**config.mk**
```make
export PLATFORM = sky130hd
export DESIGN_NAME = emi_ctrl
export DESIGN_NICKNAME = d
export VERILOG_FILES = /design/src/verilog/emi_pkg.sv /design/src/verilog/emi_arb_throttle.sv /design/src/verilog/emi_wait_timer.sv /design/src/verilog/emi_ctrl.sv
export VERILOG_INCLUDE_DIRS = /design/src /design/src/verilog
export SDC_FILE = /design/constraint.sdc
export NUM_CORES = 1
export LEC_CHECK = 0
export ABC_AREA = 1
export BUFFER_PORTS_ARGS = -buffer_cell sky130_fd_sc_hd__clkbuf_2
export CAP_MARGIN = 10
export CORE_UTILIZATION = 55
export CTS_CLUSTER_DIAMETER = 100
export DETAILED_ROUTE_END_ITERATION = 16
export GPL_ROUTABILITY_DRIVEN = 1
export PLACE_DENSITY_LB_ADDON = 0.08
export SYNTH_ARGS = -nofsm -noshare
export SYNTH_HDL_FRONTEND = slang
export SYNTH_SLANG_ARGS = --single-unit
```
**constraint.sdc**
```tcl
create_clock -name CLOCK -period 4.57 [get_ports CLOCK]
set_clock_uncertainty 0.05 [all_clocks]
set_input_delay 0.2285 -clock CLOCK [delete_from_list [all_inputs] [get_ports CLOCK]]
set_output_delay 0.2285 -clock CLOCK [all_outputs]
set_load 0.02 [all_outputs]
```
**src/verilog/emi_defs.svh**
```systemverilog
`ifndef EMI_DEFS_SVH
`define EMI_DEFS_SVH
// Register indices, byte address is four times the index
`define EMI_OFS_PAGE1 16'hC018
`define EMI_OFS_PAGE2 16'hC01A
`define EMI_OFS_UPGATE 16'hC038
`define EMI_OFS_TIMING 16'hC03A
`define EMI_OFS_DEBUG 16'hC03E
// Field positions
`define EMI_UPGATE_BIT 3
`define EMI_RAM_MERGE_BIT 13
`define EMI_ROM_MERGE_BIT 12
`define EMI_WIN_WIDTH_BIT 11
`define EMI_WIN_WAIT_LSB 8
`define EMI_ROM_WIDTH_BIT 7
`define EMI_ROM_WAIT_LSB 4
`define EMI_RAM_WIDTH_BIT 3
`define EMI_RAM_WAIT_LSB 0
`define EMI_ARB_LSB 8
`define EMI_MON_BIT 0
// Masks of writable bits
`define EMI_UPGATE_MASK 16'h0008
`define EMI_TIMING_MASK 16'h3FFF
`define EMI_DEBUG_MASK 16'h0701
// Reset values
`define EMI_PAGE_RST 16'h0000
`define EMI_UPGATE_RST 16'h0000
`define EMI_TIMING_RST 16'h0000
`define EMI_DEBUG_RST 16'h0000
// Address windows
`define EMI_PAGE1_BASE 16'h8000
`define EMI_PAGE2_BASE 16'hA000
`define EMI_ROM_BASE 16'hC100
`define EMI_RAM_BASE 16'h4000
// Core clock rate
`define EMI_CORE_MHZ 48
`endif

```
**src/verilog/emi_pkg.sv**
```systemverilog
package emi_pkg;
	typedef enum logic [1:0] {
		EMI_IDLE,
		EMI_WAIT,
		EMI_DONE
	} emi_state_t;
	typedef enum logic [1:0] {
		EMI_RG_WIN,
		EMI_RG_ROM,
		EMI_RG_RAM
	} emi_region_t;
endpackage

```
**src/verilog/emi_arb_throttle.sv**
```systemverilog
`timescale 1ns/100ps
module emi_arb_throttle
	import emi_pkg::*;
(
	// Clock and reset
	input wire logic clock,
	input wire logic nrst,
	// Control
	input wire logic [2:0] dead_sel,
	// Status
	output logic avail
);
	typedef struct packed {
		logic [2:0] phase_r;
	} emi_thr_state_t;
	emi_thr_state_t s_r, s_nxt;

	always_comb begin
		s_nxt = s_r;
		s_nxt.phase_r = s_r.phase_r + 3'h1;
	end

	assign avail = (s_r.phase_r >= dead_sel);

	always_ff @(posedge clock or negedge nrst) begin
		if (!nrst) begin
			s_r <= '0;
		end else begin
			s_r <= s_nxt;
		end
	end
endmodule

```
**src/verilog/emi_wait_timer.sv**
```systemverilog
`timescale 1ns/100ps
module emi_wait_timer
	import emi_pkg::*;
(
	// Clock and reset
	input wire logic clock,
	input wire logic nrst,
	// Control
	input wire logic start,
	input wire logic [2:0] waits,
	// Status
	output logic busy,
	output logic done
);
	typedef struct packed {
		emi_state_t st_r;
		logic [2:0] cnt_r;
	} emi_wt_state_t;
	emi_wt_state_t s_r, s_nxt;

	always_comb begin
		s_nxt = s_r;
		case (s_r.st_r)
			EMI_IDLE: begin
				if (start) begin
					s_nxt.cnt_r = waits;
					s_nxt.st_r = (waits == 3'h0) ? EMI_DONE : EMI_WAIT;
				end
			end
			EMI_WAIT: begin
				s_nxt.cnt_r = s_r.cnt_r - 3'h1;
				if (s_r.cnt_r == 3'h1) begin
					s_nxt.st_r = EMI_DONE;
				end
			end
			default: begin
				s_nxt.st_r = EMI_IDLE;
			end
		endcase
	end

	assign busy = (s_r.st_r != EMI_IDLE);
	assign done = (s_r.st_r == EMI_DONE);

	always_ff @(posedge clock or negedge nrst) begin
		if (!nrst) begin
			s_r <= '{st_r: EMI_IDLE, cnt_r: 3'h0};
		end else begin
			s_r <= s_nxt;
		end
	end
endmodule

```
**src/verilog/emi_ctrl.sv**
```systemverilog
// Operation
// - Arbitration code sets dead cycles per eight
// - Monitor bit echoes internal address out
// - Page register bits replace low window address bits
// - Non-SRAM window access shows page bits 8:0
// - SRAM mode uses only page bits 4:0
// - Window access asserts memory select low
// - Bit 3 gates upper lines, reset off
// - Upper lines driven high until enabled
// - Wait states counted in core cycles
// - RAM merge follows memory select
// - ROM merge follows memory select
// - Width bit one eight, zero sixteen
// - Three-bit wait count zero to seven
//
// Decided for this implementation: the APB register port.
`include "emi_defs.svh"
`timescale 1ns/100ps
module emi_ctrl
	import emi_pkg::*;
(
	// Clock and reset
	input wire logic CLOCK,
	input wire logic NRST,
	// APB slave
	input wire logic PSEL,
	input wire logic PENABLE,
	input wire logic PWRITE,
	input wire logic [17:0] PADDR,
	input wire logic [31:0] PWDATA,
	output logic [31:0] PRDATA,
	output logic PREADY,
	output logic PSLVERR,
	// Internal CPU memory port
	input wire logic CPU_REQ,
	input wire logic CPU_WRITE,
	input wire logic [15:0] CPU_ADDR,
	input wire logic SRAM_MODE,
	output logic CPU_ACK,
	output logic MEM_AVAIL,
	// External memory pins
	output logic [18:0] EXT_ADDR,
	output logic EXT_WINDOW_SELECT_N,
	output logic EXT_RAM_SELECT_N,
	output logic EXT_ROM_SELECT_N,
	output logic EXT_RD_N,
	output logic EXT_WR_N,
	output logic EXT_BUS_8BIT
);
	typedef struct packed {
		logic [15:0] page1_r;
		logic [15:0] page2_r;
		logic [15:0] upgate_r;
		logic [15:0] timing_r;
		logic [15:0] debug_r;
		logic [31:0] prdata_r;
		logic [18:0] addr_r;
		logic win_n_r;
		logic ram_n_r;
		logic rom_n_r;
		logic rd_n_r;
		logic wr_n_r;
		logic bus8_r;
		logic active_r;
		emi_region_t region_r;
	} emi_state_all_t;
	emi_state_all_t s_r, s_nxt;

	logic apb_wr;
	logic apb_rd;
	logic avail;
	logic start;
	logic busy;
	logic done;
	logic [2:0] waits;
	logic in_win1;
	logic in_win2;
	logic in_win;
	logic in_rom;
	logic in_ram;
	logic [15:0] page_sel;
	logic [18:0] addr_calc;
	emi_region_t region_calc;
	logic width_calc;

	////////////////////////////////////////////////////////////////////////////////
	// Submodules

	emi_arb_throttle u_thr (
		.clock(CLOCK),
		.nrst(NRST),
		.dead_sel(s_r.debug_r[`EMI_ARB_LSB +: 3]),
		.avail(avail)
	);

	emi_wait_timer u_wait (
		.clock(CLOCK),
		.nrst(NRST),
		.start(start),
		.waits(waits),
		.busy(busy),
		.done(done)
	);

	////////////////////////////////////////////////////////////////////////////////
	// Address decode of CPU accesses

	assign in_win1 = ({CPU_ADDR[15:13], 13'h0000} == `EMI_PAGE1_BASE);
	assign in_win2 = ({CPU_ADDR[15:13], 13'h0000} == `EMI_PAGE2_BASE);
	assign in_win = in_win1 | in_win2;
	assign in_rom = !in_win && (CPU_ADDR >= `EMI_ROM_BASE);
	assign in_ram = !in_win && !in_rom && (CPU_ADDR >= `EMI_RAM_BASE);
	assign page_sel = in_win2 ? s_r.page2_r : s_r.page1_r;

	always_comb begin
		addr_calc = {3'h0, CPU_ADDR};
		region_calc = EMI_RG_RAM;
		if (in_win) begin
			region_calc = EMI_RG_WIN;
			addr_calc = {6'h00, CPU_ADDR[12:0]};
			if (SRAM_MODE) begin
				addr_calc[4:0] = page_sel[4:0];
			end else begin
				addr_calc[8:0] = page_sel[8:0];
			end
		end else if (in_rom) begin
			region_calc = EMI_RG_ROM;
		end
	end

	always_comb begin
		waits = s_r.timing_r[`EMI_RAM_WAIT_LSB +: 3];
		width_calc = s_r.timing_r[`EMI_RAM_WIDTH_BIT];
		if (region_calc == EMI_RG_WIN) begin
			waits = s_r.timing_r[`EMI_WIN_WAIT_LSB +: 3];
			width_calc = s_r.timing_r[`EMI_WIN_WIDTH_BIT];
		end else if (region_calc == EMI_RG_ROM) begin
			waits = s_r.timing_r[`EMI_ROM_WAIT_LSB +: 3];
			width_calc = s_r.timing_r[`EMI_ROM_WIDTH_BIT];
		end
	end

	assign start = CPU_REQ && avail && !busy && !s_r.active_r && (in_win | in_rom | in_ram);
	assign apb_wr = PSEL && PENABLE && PWRITE;
	assign apb_rd = PSEL && PENABLE && !PWRITE;

	////////////////////////////////////////////////////////////////////////////////
	// Next state

	always_comb begin
		s_nxt = s_r;
		// APB writes, reserved bits dropped
		if (apb_wr) begin
			if (PADDR == {`EMI_OFS_PAGE1, 2'b00}) begin
				s_nxt.page1_r = PWDATA[15:0];
			end else if (PADDR == {`EMI_OFS_PAGE2, 2'b00}) begin
				s_nxt.page2_r = PWDATA[15:0];
			end else if (PADDR == {`EMI_OFS_UPGATE, 2'b00}) begin
				s_nxt.upgate_r = PWDATA[15:0] & `EMI_UPGATE_MASK;
			end else if (PADDR == {`EMI_OFS_TIMING, 2'b00}) begin
				s_nxt.timing_r = PWDATA[15:0] & `EMI_TIMING_MASK;
			end else if (PADDR == {`EMI_OFS_DEBUG, 2'b00}) begin
				s_nxt.debug_r = PWDATA[15:0] & `EMI_DEBUG_MASK;
			end
		end
		// APB reads; debug register is write only
		s_nxt.prdata_r = 32'h0000_0000;
		if (PSEL && !PENABLE && !PWRITE) begin
			if (PADDR == {`EMI_OFS_PAGE1, 2'b00}) begin
				s_nxt.prdata_r = {16'h0000, s_r.page1_r};
			end else if (PADDR == {`EMI_OFS_PAGE2, 2'b00}) begin
				s_nxt.prdata_r = {16'h0000, s_r.page2_r};
			end else if (PADDR == {`EMI_OFS_UPGATE, 2'b00}) begin
				s_nxt.prdata_r = {16'h0000, s_r.upgate_r};
			end else if (PADDR == {`EMI_OFS_TIMING, 2'b00}) begin
				s_nxt.prdata_r = {16'h0000, s_r.timing_r};
			end
		end else if (apb_rd) begin
			s_nxt.prdata_r = s_r.prdata_r;
		end
		// External access sequencing
		if (start) begin
			s_nxt.active_r = 1'b1;
			s_nxt.region_r = region_calc;
			s_nxt.addr_r = addr_calc;
			s_nxt.bus8_r = width_calc;
			s_nxt.win_n_r = !(region_calc == EMI_RG_WIN);
			s_nxt.ram_n_r = !((region_calc == EMI_RG_RAM) ||
				(region_calc == EMI_RG_WIN && s_r.timing_r[`EMI_RAM_MERGE_BIT]));
			s_nxt.rom_n_r = !((region_calc == EMI_RG_ROM) ||
				(region_calc == EMI_RG_WIN && s_r.timing_r[`EMI_ROM_MERGE_BIT]));
			s_nxt.rd_n_r = CPU_WRITE;
			s_nxt.wr_n_r = !CPU_WRITE;
		end else if (s_r.active_r && done) begin
			s_nxt.active_r = 1'b0;
			s_nxt.win_n_r = 1'b1;
			s_nxt.ram_n_r = 1'b1;
			s_nxt.rom_n_r = 1'b1;
			s_nxt.rd_n_r = 1'b1;
			s_nxt.wr_n_r = 1'b1;
		end
	end

	////////////////////////////////////////////////////////////////////////////////
	// Registers and outputs

	always_ff @(posedge CLOCK or negedge NRST) begin
		if (!NRST) begin
			s_r.page1_r <= `EMI_PAGE_RST;
			s_r.page2_r <= `EMI_PAGE_RST;
			s_r.upgate_r <= `EMI_UPGATE_RST;
			s_r.timing_r <= `EMI_TIMING_RST;
			s_r.debug_r <= `EMI_DEBUG_RST;
			s_r.prdata_r <= 32'h0000_0000;
			s_r.addr_r <= 19'h00000;
			s_r.win_n_r <= 1'b1;
			s_r.ram_n_r <= 1'b1;
			s_r.rom_n_r <= 1'b1;
			s_r.rd_n_r <= 1'b1;
			s_r.wr_n_r <= 1'b1;
			s_r.bus8_r <= 1'b0;
			s_r.active_r <= 1'b0;
			s_r.region_r <= EMI_RG_RAM;
		end else begin
			s_r <= s_nxt;
		end
	end

	always_comb begin
		EXT_ADDR = s_r.addr_r;
		if (s_r.debug_r[`EMI_MON_BIT]) begin
			EXT_ADDR = {3'h0, CPU_ADDR};
		end
		// upper lines high while gated off
		if (!s_r.upgate_r[`EMI_UPGATE_BIT]) begin
			EXT_ADDR[18:15] = 4'hF;
		end
	end

	assign PRDATA = s_r.prdata_r;
	assign PREADY = 1'b1;
	assign PSLVERR = 1'b0;
	assign CPU_ACK = s_r.active_r && done;
	assign MEM_AVAIL = avail;
	assign EXT_WINDOW_SELECT_N = s_r.win_n_r;
	assign EXT_RAM_SELECT_N = s_r.ram_n_r;
	assign EXT_ROM_SELECT_N = s_r.rom_n_r;
	assign EXT_RD_N = s_r.rd_n_r;
	assign EXT_WR_N = s_r.wr_n_r;
	// width bit one means eight bits
	assign EXT_BUS_8BIT = s_r.bus8_r;
endmodule

```
== After elaboration in Yosys (flattened, before gate mapping) ==
Index checks and enable logic that the tools add are counted.
Word-level totals
  flip-flop bits (word level): 117
  logic and storage cells: 110
Cells by class
  add/sub/neg operators: 2
  reduce and logical (&&, ||, !) cells: 40
  bitwise gates (word level): 7
  magnitude comparators: 3
  muxes and demuxes: 26
  equality and inequality tests: 15
Operators with widths (number)
  == test 18 bit (second input constant): 5
  2-to-1 mux 32 bit: 2
  2-to-1 mux 16 bit: 3
  2-to-1 mux 14 bit: 2
  2-to-1 mux 19 bit: 1
  >= comparator 16 x 15 -> 1 bit (second input constant): 1
  >= comparator 16 bit (second input constant): 1
  logical AND 1 bit: 15
  2-to-1 mux 5 bit: 3
  logical NOT 1 bit: 10
  2-to-1 mux 9 bit: 1
  2-to-1 mux 2 bit: 4
  2-to-1 mux 4 bit: 2
  == test 3 bit (second input constant): 2
  2-to-1 mux 3 bit: 2
  one-hot mux 3 bit (2 select lines): 1
  AND reduction 2 bit: 3
  AND reduction 6 bit: 1
  nonzero test 2 bit: 3
  AND reduction 5 bit: 1
  == test 2 x 1 -> 1 bit (second input constant): 2
  == test 2 bit (second input constant): 2
  logical NOT 2 bit: 2
  2-to-1 mux 1 bit: 4
  other kinds (13): 20

== Depth between registers and ports, before layout ==
Gate-level depths: netlist of run 1.
  depth in word-level cells: 13
  depth in mapped cells: 11
  mapped depth without buffers: 10

== Modules after synthesis ==
Synthesis of run 1 repeated with hierarchy kept, for this count alone.
Second synthesis, totals
  cell total of the unflattened synthesis: 685
  area, all modules: 5657.9 um^2
Modules (own cells, without submodules)
  emi_ctrl: seq. area each 2258.4 um^2, cells an instance 618, instances 1, area an instance 5159.9 um^2
  emi_wait_timer: seq. area each 125.1 um^2, cells an instance 49, instances 1, area an instance 325.3 um^2
  emi_arb_throttle: seq. area each 75.1 um^2, cells an instance 18, instances 1, area an instance 172.7 um^2

== Least setup slack after synthesis of run 1 ==
Ideal clock, no wire load.
  path type: register to register
  start: register u_thr.s_r[2] (netlist bit)
  end: register s_r[10] (netlist bit)
  path buffers: 1
  required time: 4.390 ns
  cell stages (with the launch flop): 8
  slack: 2.713 ns
  arrival: 1.677 ns
  setup time: 0.130 ns
  period minus slack after synthesis: 1.857 ns
  path through: dfrtp_1 > ha_1 > nand2_1 > o211ai_2 > o211ai_2 > inv_2 > buf_2 > o21ai_0
On the way
  cells in the longest elaborated chain, start to end: 5
RTL lines
  start: declaration: line emi_arb_throttle.sv:16  | emi_thr_state_t s_r, s_nxt;
  start signal: assignment: line emi_arb_throttle.sv:29  | s_r <= s_nxt;
  >= comparator 3 bit: line emi_arb_throttle.sv:23  | assign avail = (s_r.phase_r >= dead_sel);
  via MEM_AVAIL: line emi_ctrl.sv:40  | output logic MEM_AVAIL,
  logical AND 1 bit (4 in a row): line emi_ctrl.sv:143  | assign start = CPU_REQ && avail && !busy && !s_r.active_r && (in_win | in_rom | in_ram);
  end signal: assignment: line emi_ctrl.sv:225  | s_r <= s_nxt;
  end: declaration: line emi_ctrl.sv:67  | emi_state_all_t s_r, s_nxt;
The timed path passes the listed nets, and every way through them passes these cells.
A chain may end at the register's enable or synchronous reset.

== Worst setup path in the final report of run 1 ==
  start: register u_thr.s_r[2] (netlist bit)
  end: register u_wait.s_r[1] (netlist bit)
On the way
  cells in the longest elaborated chain, start to end: 7
RTL lines
  >= comparator 3 bit: line emi_arb_throttle.sv:23
  logical AND 1 bit (4 in a row): line emi_ctrl.sv:143
  inequality test 2 bit (no line)
  AND reduction 2 bit (no line)
  end signal: assignment: line emi_wait_timer.sv:47  | s_r <= '{st_r: EMI_IDLE, cnt_r: 3'h0};
  end signal: assignment: line emi_wait_timer.sv:49  | s_r <= s_nxt;
  end: declaration: line emi_wait_timer.sv:19  | emi_wt_state_t s_r, s_nxt;
Every way passes these cells.

==> out/results.txt, run 1 <==
Post-Syn Area - 0.00520 mm2
hold path depth - 3
Ports - 135
TritonCTS Buffers - 9
global-route wire length before repair - 20100 um
prevailing post-synth register cell - dfrtp_1
maxcap violations - 0
Psw - 0.401 mW
Slew Limit Fails - 0
Via density - 5.19
Core Util, Final - 62.8%
Worst-Margin Slew - 1150 ps
gr usage total - 26.2%
initial antenna violation count - 0
register area share after synthesis - 47.3%
Core Box Area - 0.00920 mm2
Critical Path Most Common Cell - o211ai_2
Sequential Power Share - 53.1%
Antenna Cells - 0
commonest non-fill, non-tap cell in the layout - nand2_1
die width - 99.2 um
Critical Path RT - 4810 ps
CTS root buf - clkbuf_8
Worst Hold End - s_r[11]$_DFFE_PN0P_
Clk Latency, worst-skew pair - 370 ps
slowest stage delay, CP - 450 ps
fill count - 824
hold wc startpoint - CPU_ADDR[2]
DR vias - 4425
Peak Freq - 434 MHz
Tcrit/Tclk final - 50.4%
EDFF count, synth - 0
final instance area - 0.00578 mm2
Peak VDD IR - 182 uV
CP max stage cell - inv_2
Synth cell types - 33
RR Startpoint - u_thr.s_r[2]$_DFF_PN0_
Avg WL per Cell - 14.1 um
setup_tns - 0 ps
Hold Crit Class - in2reg
CP arrival - 2550 ps
drt pass-1 iters - 11
die height - 99.2 um
top cell type's share of synthesized area - 44.7%
Routed Antenna Nets - 0
dpl cells - 834
Worst Setup Path Type - reg2reg
Sw Share - 24.6%
Post-CTS Resized - 0
Syn. warnings - 0
GP Congestion - 0.847
dominant cell type by area after synthesis - dfrtp_1
Final Instance Count excl. Fillers - 852
Post-DP Area - 0.00553 mm2
crit path max fanout - 26
CTS HTree Levels - 3
synth top area cells - dfrtp_1, nand2_1, buf_4, o21ai_0, inv_1
register area - 0.00246 mm2
final hold slack - 44.4 ps
clock-pin slew on the worst setup and hold paths - 100 ps
violated checks - DRC
RSZ-0062 raised after global routing - false
DP HPWL - 8650 um
vias in the first global route - 4182
port bufs - 100
Post-Synthesis Cells - 661
fraction of layout cells with a size suffix above 1 - 20.6%
WL final - 12000 um
Critical R2R Capture - u_wait.s_r[1]$_DFFE_PN0P_
Num Clock Sinks - 98
multi-input logic area - 0.00212 mm2
internal power - 1.23 mW
# setup viols final - 0
Final min period - 2300 ps
total gr overflow - 0
CTS tree - yes
drt drc - 4
area grow syn2layout - 11.1%
count of state elements after synthesis - 98
final hold viol count - 0
Starting Density - 56.6%
Starting DRT DRC Count - 266
startpoint types - register
combinational fraction of design power - 7.7%
final net count - 816
Slew headroom - 22.9%
Clock power frac - 39.2%
largest net degree at the start of global routing - 56
R2R setup slack - 2270 ps
R2R cell count - 7
Rows - 35
Power Density - 282 mW/mm2
Leak - 3.23 nW
Async SR Flop Fraction - 100%
Setup crit end kind - register
outcome - finished with violations
crit-path cells - ha_1 -> nand2_1 -> o211ai_2 -> o211ai_2 -> inv_2 -> o21ai_0 -> o211ai_1
Die ar. - 0.00985 mm2
clk buf depth - 2
Post-Syn Area per Cell - 7.87 um2
most frequent cells in the layout - nand2_1, clkbuf_2, dfrtp_1
==> stage by stage <==
step                total power [mW]  setup slack [ps]
global placement                1.01              2300
CTS                             1.64              2240
detailed placement              1.01              2270
finish                          1.63              2270
global route                    1.70              2020
floorplan                      0.954              2710
==> worst max path at each step <==
stage | from | end | slack, ps | cells after the start
2_1_floorplan | u_thr.s_r[2]$_DFF_PN0_ | s_r[10]$_DFFE_PN0P_ | 2710 | 7
4_1_cts | u_thr.s_r[2]$_DFF_PN0_ | u_wait.s_r[1]$_DFFE_PN0P_ | 2240 | 7
6_report | u_thr.s_r[2]$_DFF_PN0_ | u_wait.s_r[1]$_DFFE_PN0P_ | 2270 | 7
5_1_grt | u_thr.s_r[2]$_DFF_PN0_ | u_wait.s_r[1]$_DFFE_PN0P_ | 2020 | 7
3_5_place_dp | u_thr.s_r[2]$_DFF_PN0_ | u_wait.s_r[1]$_DFFE_PN0P_ | 2270 | 7
3_3_place_gp | u_wait.s_r[4]$_DFFE_PN0P_ | u_wait.s_r[1]$_DFFE_PN0P_ | 2300 | 7
==> critical path, delay by kind of cell, from the launching register on <==
family | cells | cell delay (ps)
AOI/OAI and AO/OA | 4 | 900
adders and majority gates | 1 | 320
buffers and inverters | 1 | 450
DFF | 1 | 420
and+or+nand+nor | 1 | 80
==> power by group through the flow <==
stage / Sequential, mW / Clock, mW / Combinational, mW
5_1_grt: 0.867 / 0.688 / 0.141
3_3_place_gp: 0.884 / 0 / 0.123
4_1_cts: 0.867 / 0.650 / 0.127
3_5_place_dp: 0.884 / 0 / 0.125
6_report: 0.867 / 0.640 / 0.125
2_1_floorplan: 0.884 / 0 / 0.0705
==> cells in the mapped netlist (2+ instances only) <==
cell,instances
inv_1,72
buf_2,9
nor3_4,2
nand2_1,198
clkbuf_1,6
dfrtp_1,93
or2_0,3
o211ai_2,2
nor2_1,31
dfstp_2,5
buf_4,39
nand2_2,5
o21ai_2,8
o21ai_1,49
o21ai_0,55
o211ai_1,8
conb_1,2
nor3_1,6
inv_2,6
a21oi_1,8
ha_1,6
nand3_1,29
buf_6,3
nand4_1,3
nand2_4,2
nor2_2,3
xor2_1,2
==> state kept, by name, indices dropped and copies added (netlist names), 3 cells and up <==
signal and count:
PRDATA 16, u_wait.s_r 5, u_thr.s_r 3, s_r 68
==> per-layer routing <==
layer  part of all wire, %  routed length (um)  up-vias  global-route usage [%]
met5                     0                   0        -                       0
met4                   2.6                 309        0                    12.1
met3                   5.5                 659       19                    3.79
met2                    48                5740      141                    42.6
met1                    44                5280     2063                    35.0
li1                      -                   -     2202                       -
==> cell type report <==
cell class | instances | area share, %
clock inverters | 5 | 1.47
multi-input cells | 444 | 36.6
repair buffers | 105 | 9.44
well taps | 111 | 2.40
clock buffers | 11 | 2.45
flip-flops and latches | 98 | 42.6
inverters | 78 | 5.07
==> timing repair <==
item / in CTS / in global routing
hold endpoints to repair: 55 / 0
buffers inserted: 0 / 0
hold buffers: 2 / 0
==> cells by family (layout without fill, tap and decap cells) <==
| group | Yosys count | after routing | share of synthesized area (%) |
|---|---|---|---|
| muxes | 1 | 1 | 0.192 |
| AOI/OAI and AO/OA | 132 | 132 | 14.0 |
| DFF | 98 | 98 | 47.3 |
| xor gates and xnor gates | 2 | 2 | 0.337 |
| buffers and inverters | 135 | 199 | 13.2 |
| and+or+nand+nor | 285 | 285 | 23.4 |
| adders and majority gates | 6 | 6 | 1.44 |
| other | 2 | 18 | 0.144 |
Power figures use the tool's default switching activity.
==> run 2, diff against run 1 <==
--- a/config.mk
+++ b/config.mk
@@ -9,7 +9,7 @@
 export ABC_AREA = 1
 export BUFFER_PORTS_ARGS = -buffer_cell sky130_fd_sc_hd__clkbuf_2
 export CAP_MARGIN = 10
-export CORE_UTILIZATION = 55
+export CORE_UTILIZATION = 53
 export CTS_CLUSTER_DIAMETER = 100
 export DETAILED_ROUTE_END_ITERATION = 16
 export GPL_ROUTABILITY_DRIVEN = 1
==> constraint.sdc (replaced) <==
create_clock -name CLOCK -period 2.2 [get_ports CLOCK]
set_clock_uncertainty 0.05 [all_clocks]
set_input_delay 0.11 -clock CLOCK [delete_from_list [all_inputs] [get_ports CLOCK]]
set_output_delay 0.11 -clock CLOCK [all_outputs]
set_load 0.02 [all_outputs]
==> run 2 against run 1 <==
Via count increased by 2.6%. Routed wire length is 1.8% higher. Sequential cell count unchanged. Utilization grew 2.0 points. Final cell count grew 6.2%. Clock power increased by 66%. The run ends with hold timing left. Register-to-register slack got worse by 2000 ps. Highest routed layer unchanged.
==> out/results.txt, run 2 (synthesized netlist as in run 1, its figures left out) <==
dpl cells - 863 (was 834)
most frequent cells in the layout - nand2_1, clkbuf_2, dfrtp_1 (unchanged)
Psw - 0.830 mW (was 0.401 mW)
Buf/Inv on CP - 1 (unchanged)
fraction of layout cells with a size suffix above 1 - 21.0% (was 20.6%)
Critical Path RT - 2440 ps (was 4810 ps)
Setup crit end kind - register (unchanged)
gr usage total - 26.1% (was 26.2%)
Clk Latency, worst-skew pair - 370 ps (about the same)
die height - 101 um (was 99.2 um)
CTS HTree Levels - 3 (unchanged)
GP Congestion - 0.898 (was 0.847)
Final min period - 1900 ps (was 2300 ps)
RSZ-0062 raised after global routing - false (unchanged)
clk buf depth - 2 (unchanged)
largest net degree at the start of global routing - 48 (was 56)
CTS root buf - clkbuf_8 (unchanged)
final hold slack - -0.528 ps (was 44.4 ps)
Peak Freq - 527 MHz (was 434 MHz)
Hold Crit Class - in2reg (unchanged)
final net count - 851 (was 816)
Antenna Cells - 0 (unchanged)
Core Box Area - 0.00937 mm2 (was 0.00920 mm2)
DP HPWL - 8770 um (was 8650 um)
global-route wire length before repair - 20100 um (about the same)
Worst-Margin Slew - 628 ps (was 1150 ps)
CTS tree - yes (unchanged)
Leak - 3.36 nW (was 3.23 nW)
Rows - 35 (unchanged)
internal power - 2.33 mW (was 1.23 mW)
Avg WL per Cell - 13.5 um (was 14.1 um)
die width - 101 um (was 99.2 um)
multi-input logic area - 0.00212 mm2 (unchanged)
# setup viols final - 0 (unchanged)
Via density - 5.01 (was 5.19)
CP top delay family - compound AO/OA/AOI/OAI gates (unchanged)
Reg with most FFs - s_r (unchanged)
Post-CTS Setup Repair Bufs - 0 (unchanged)
Clock power frac - 33.5% (was 39.2%)
area grow syn2layout - 16.9% (was 11.1%)
Power Density - 519 mW/mm2 (was 282 mW/mm2)
Starting Density - 55.5% (was 56.6%)
WL final - 12200 um (was 12000 um)
Sw Share - 26.3% (was 24.6%)
Final Instance Count excl. Fillers - 905 (was 852)
total gr overflow - 0 (unchanged)
Ports - 135 (unchanged)
Tcrit/Tclk final - 86.3% (was 50.4%)
port bufs - 100 (unchanged)
max FFs per register - 68 (unchanged)
TritonCTS Buffers - 9 (unchanged)
clock-pin slew on the worst setup and hold paths - 90 ps (was 100 ps)
commonest non-fill, non-tap cell in the layout - nand2_1 (unchanged)
Critical Path Most Common Cell - o211ai_2 (unchanged)
CP max stage cell - dfrtp_1 (was inv_2)
outcome - finished with violations (unchanged)
startpoint types - register (unchanged)
final hold viol count - 1 (was 0)
CP arrival - 2140 ps (was 2550 ps)
initial antenna violation count - 0 (unchanged)
Die ar. - 0.0102 mm2 (was 0.00985 mm2)
slowest stage delay, CP - 400 ps (was 450 ps)
Routed Antenna Nets - 0 (unchanged)
combinational fraction of design power - 9.5% (was 7.7%)
crit-path cells - ha_1 -> nand2_1 -> o211ai_2 -> o211ai_2 -> inv_2 -> o21ai_0 -> o211ai_1 (unchanged)
fill count - 873 (was 824)
Peak VDD IR - 297 uV (was 182 uV)
Worst Setup Path Type - reg2reg (unchanged)
drt pass-1 iters - 6 (was 11)
maxcap violations - 0 (unchanged)
Num Clock Sinks - 98 (unchanged)
crit path max fanout - 26 (unchanged)
drt drc - 0 (was 4)
Starting DRT DRC Count - 321 (was 266)
Slew Limit Fails - 0 (unchanged)
vias in the first global route - 4204 (was 4182)
violated checks - hold timing (was DRC)
Sequential Power Share - 57.0% (was 53.1%)
DR vias - 4538 (was 4425)
Slew headroom - 58.1% (was 22.9%)
register area - 0.00246 mm2 (unchanged)
setup_tns - 0 ps (unchanged)
-- run 2: final timing paths --
| check | startpoint | end | slack [ps] | cells after the start |
|---|---|---|---|---|
| setup / recovery | u_thr.s_r[2]$_DFF_PN0_ | u_wait.s_r[1]$_DFFE_PN0P_ | 300 | 7 |
| hold / removal | PWDATA[10] | s_r[70]$_DFFE_PN0P_ | -0.5 | 3 |
| setup reg to reg | u_thr.s_r[2]$_DFF_PN0_ | u_wait.s_r[1]$_DFFE_PN0P_ | 300 | 7 |
| hold reg to reg | u_thr.s_r[0]$_DFF_PN0_ | u_thr.s_r[0]$_DFF_PN0_ | 420 | 1 |
| max in group asynchronous | NRST | EXT_RD_N$_DFFE_PN1P_ | 1100 | 3 |
| min in group asynchronous | NRST | s_r[21]$_DFFE_PN0P_ | 230 | 2 |
-- run 2: tightest hold or removal path, delay by kind of cell --
kind	cells	cell delay (ps)
compound gates	1	90
buf+inv	2	180
-- run 2: through the flow --
stage | instance area, um2 | total power [mW] | setup slack, ps | hold WS, ps | util, %
floorplan | 5260 | 1.98 | 343 | -236 | -
global placement | 5650 | 2.09 | 332 | 113 | 60.3
detailed placement | 5650 | 2.10 | 311 | 115 | 60.3
CTS | 6080 | 3.18 | 301 | 1.17 | 64.9
global route | 6080 | 3.29 | 136 | 15.2 | 64.9
finish | 6080 | 3.16 | 302 | -0.528 | 64.9
-- run 2: cell type report --
class,count,area share [%]
multi-input combinational,444,34.8
tap,129,2.66
timing repair buffer,140,14.5
sequential,98,40.4
clock inverter,5,0.618
inverter,78,4.82
clock buffer,11,2.16
-- run 2: timing repair --
item / in CTS / in global routing
endpoints found under the setup margin: 0 / 0
hold endpoints to repair: 90 / 0
gates resized for setup: 0 / 0
hold buffers: 26 / 0
-- run 2: layer usage --
metal | track usage (%) | wire length (um) | vias up
li1 | - | - | 2270
met1 | 34.6 | 5560 | 2098
met3 | 3.88 | 648 | 19
met4 | 9.36 | 247 | 0
met2 | 43.5 | 5740 | 151
met5 | 0 | 0 | -
-- run 2: power groups by stage --
stage	Sequential [mW]	Clock, mW	Combinational (mW)
5_1_grt	1.80	1.16	0.336
4_1_cts	1.80	1.08	0.300
3_3_place_gp	1.84	0	0.259
3_5_place_dp	1.84	0	0.264
6_report	1.80	1.06	0.299
2_1_floorplan	1.84	0	0.147
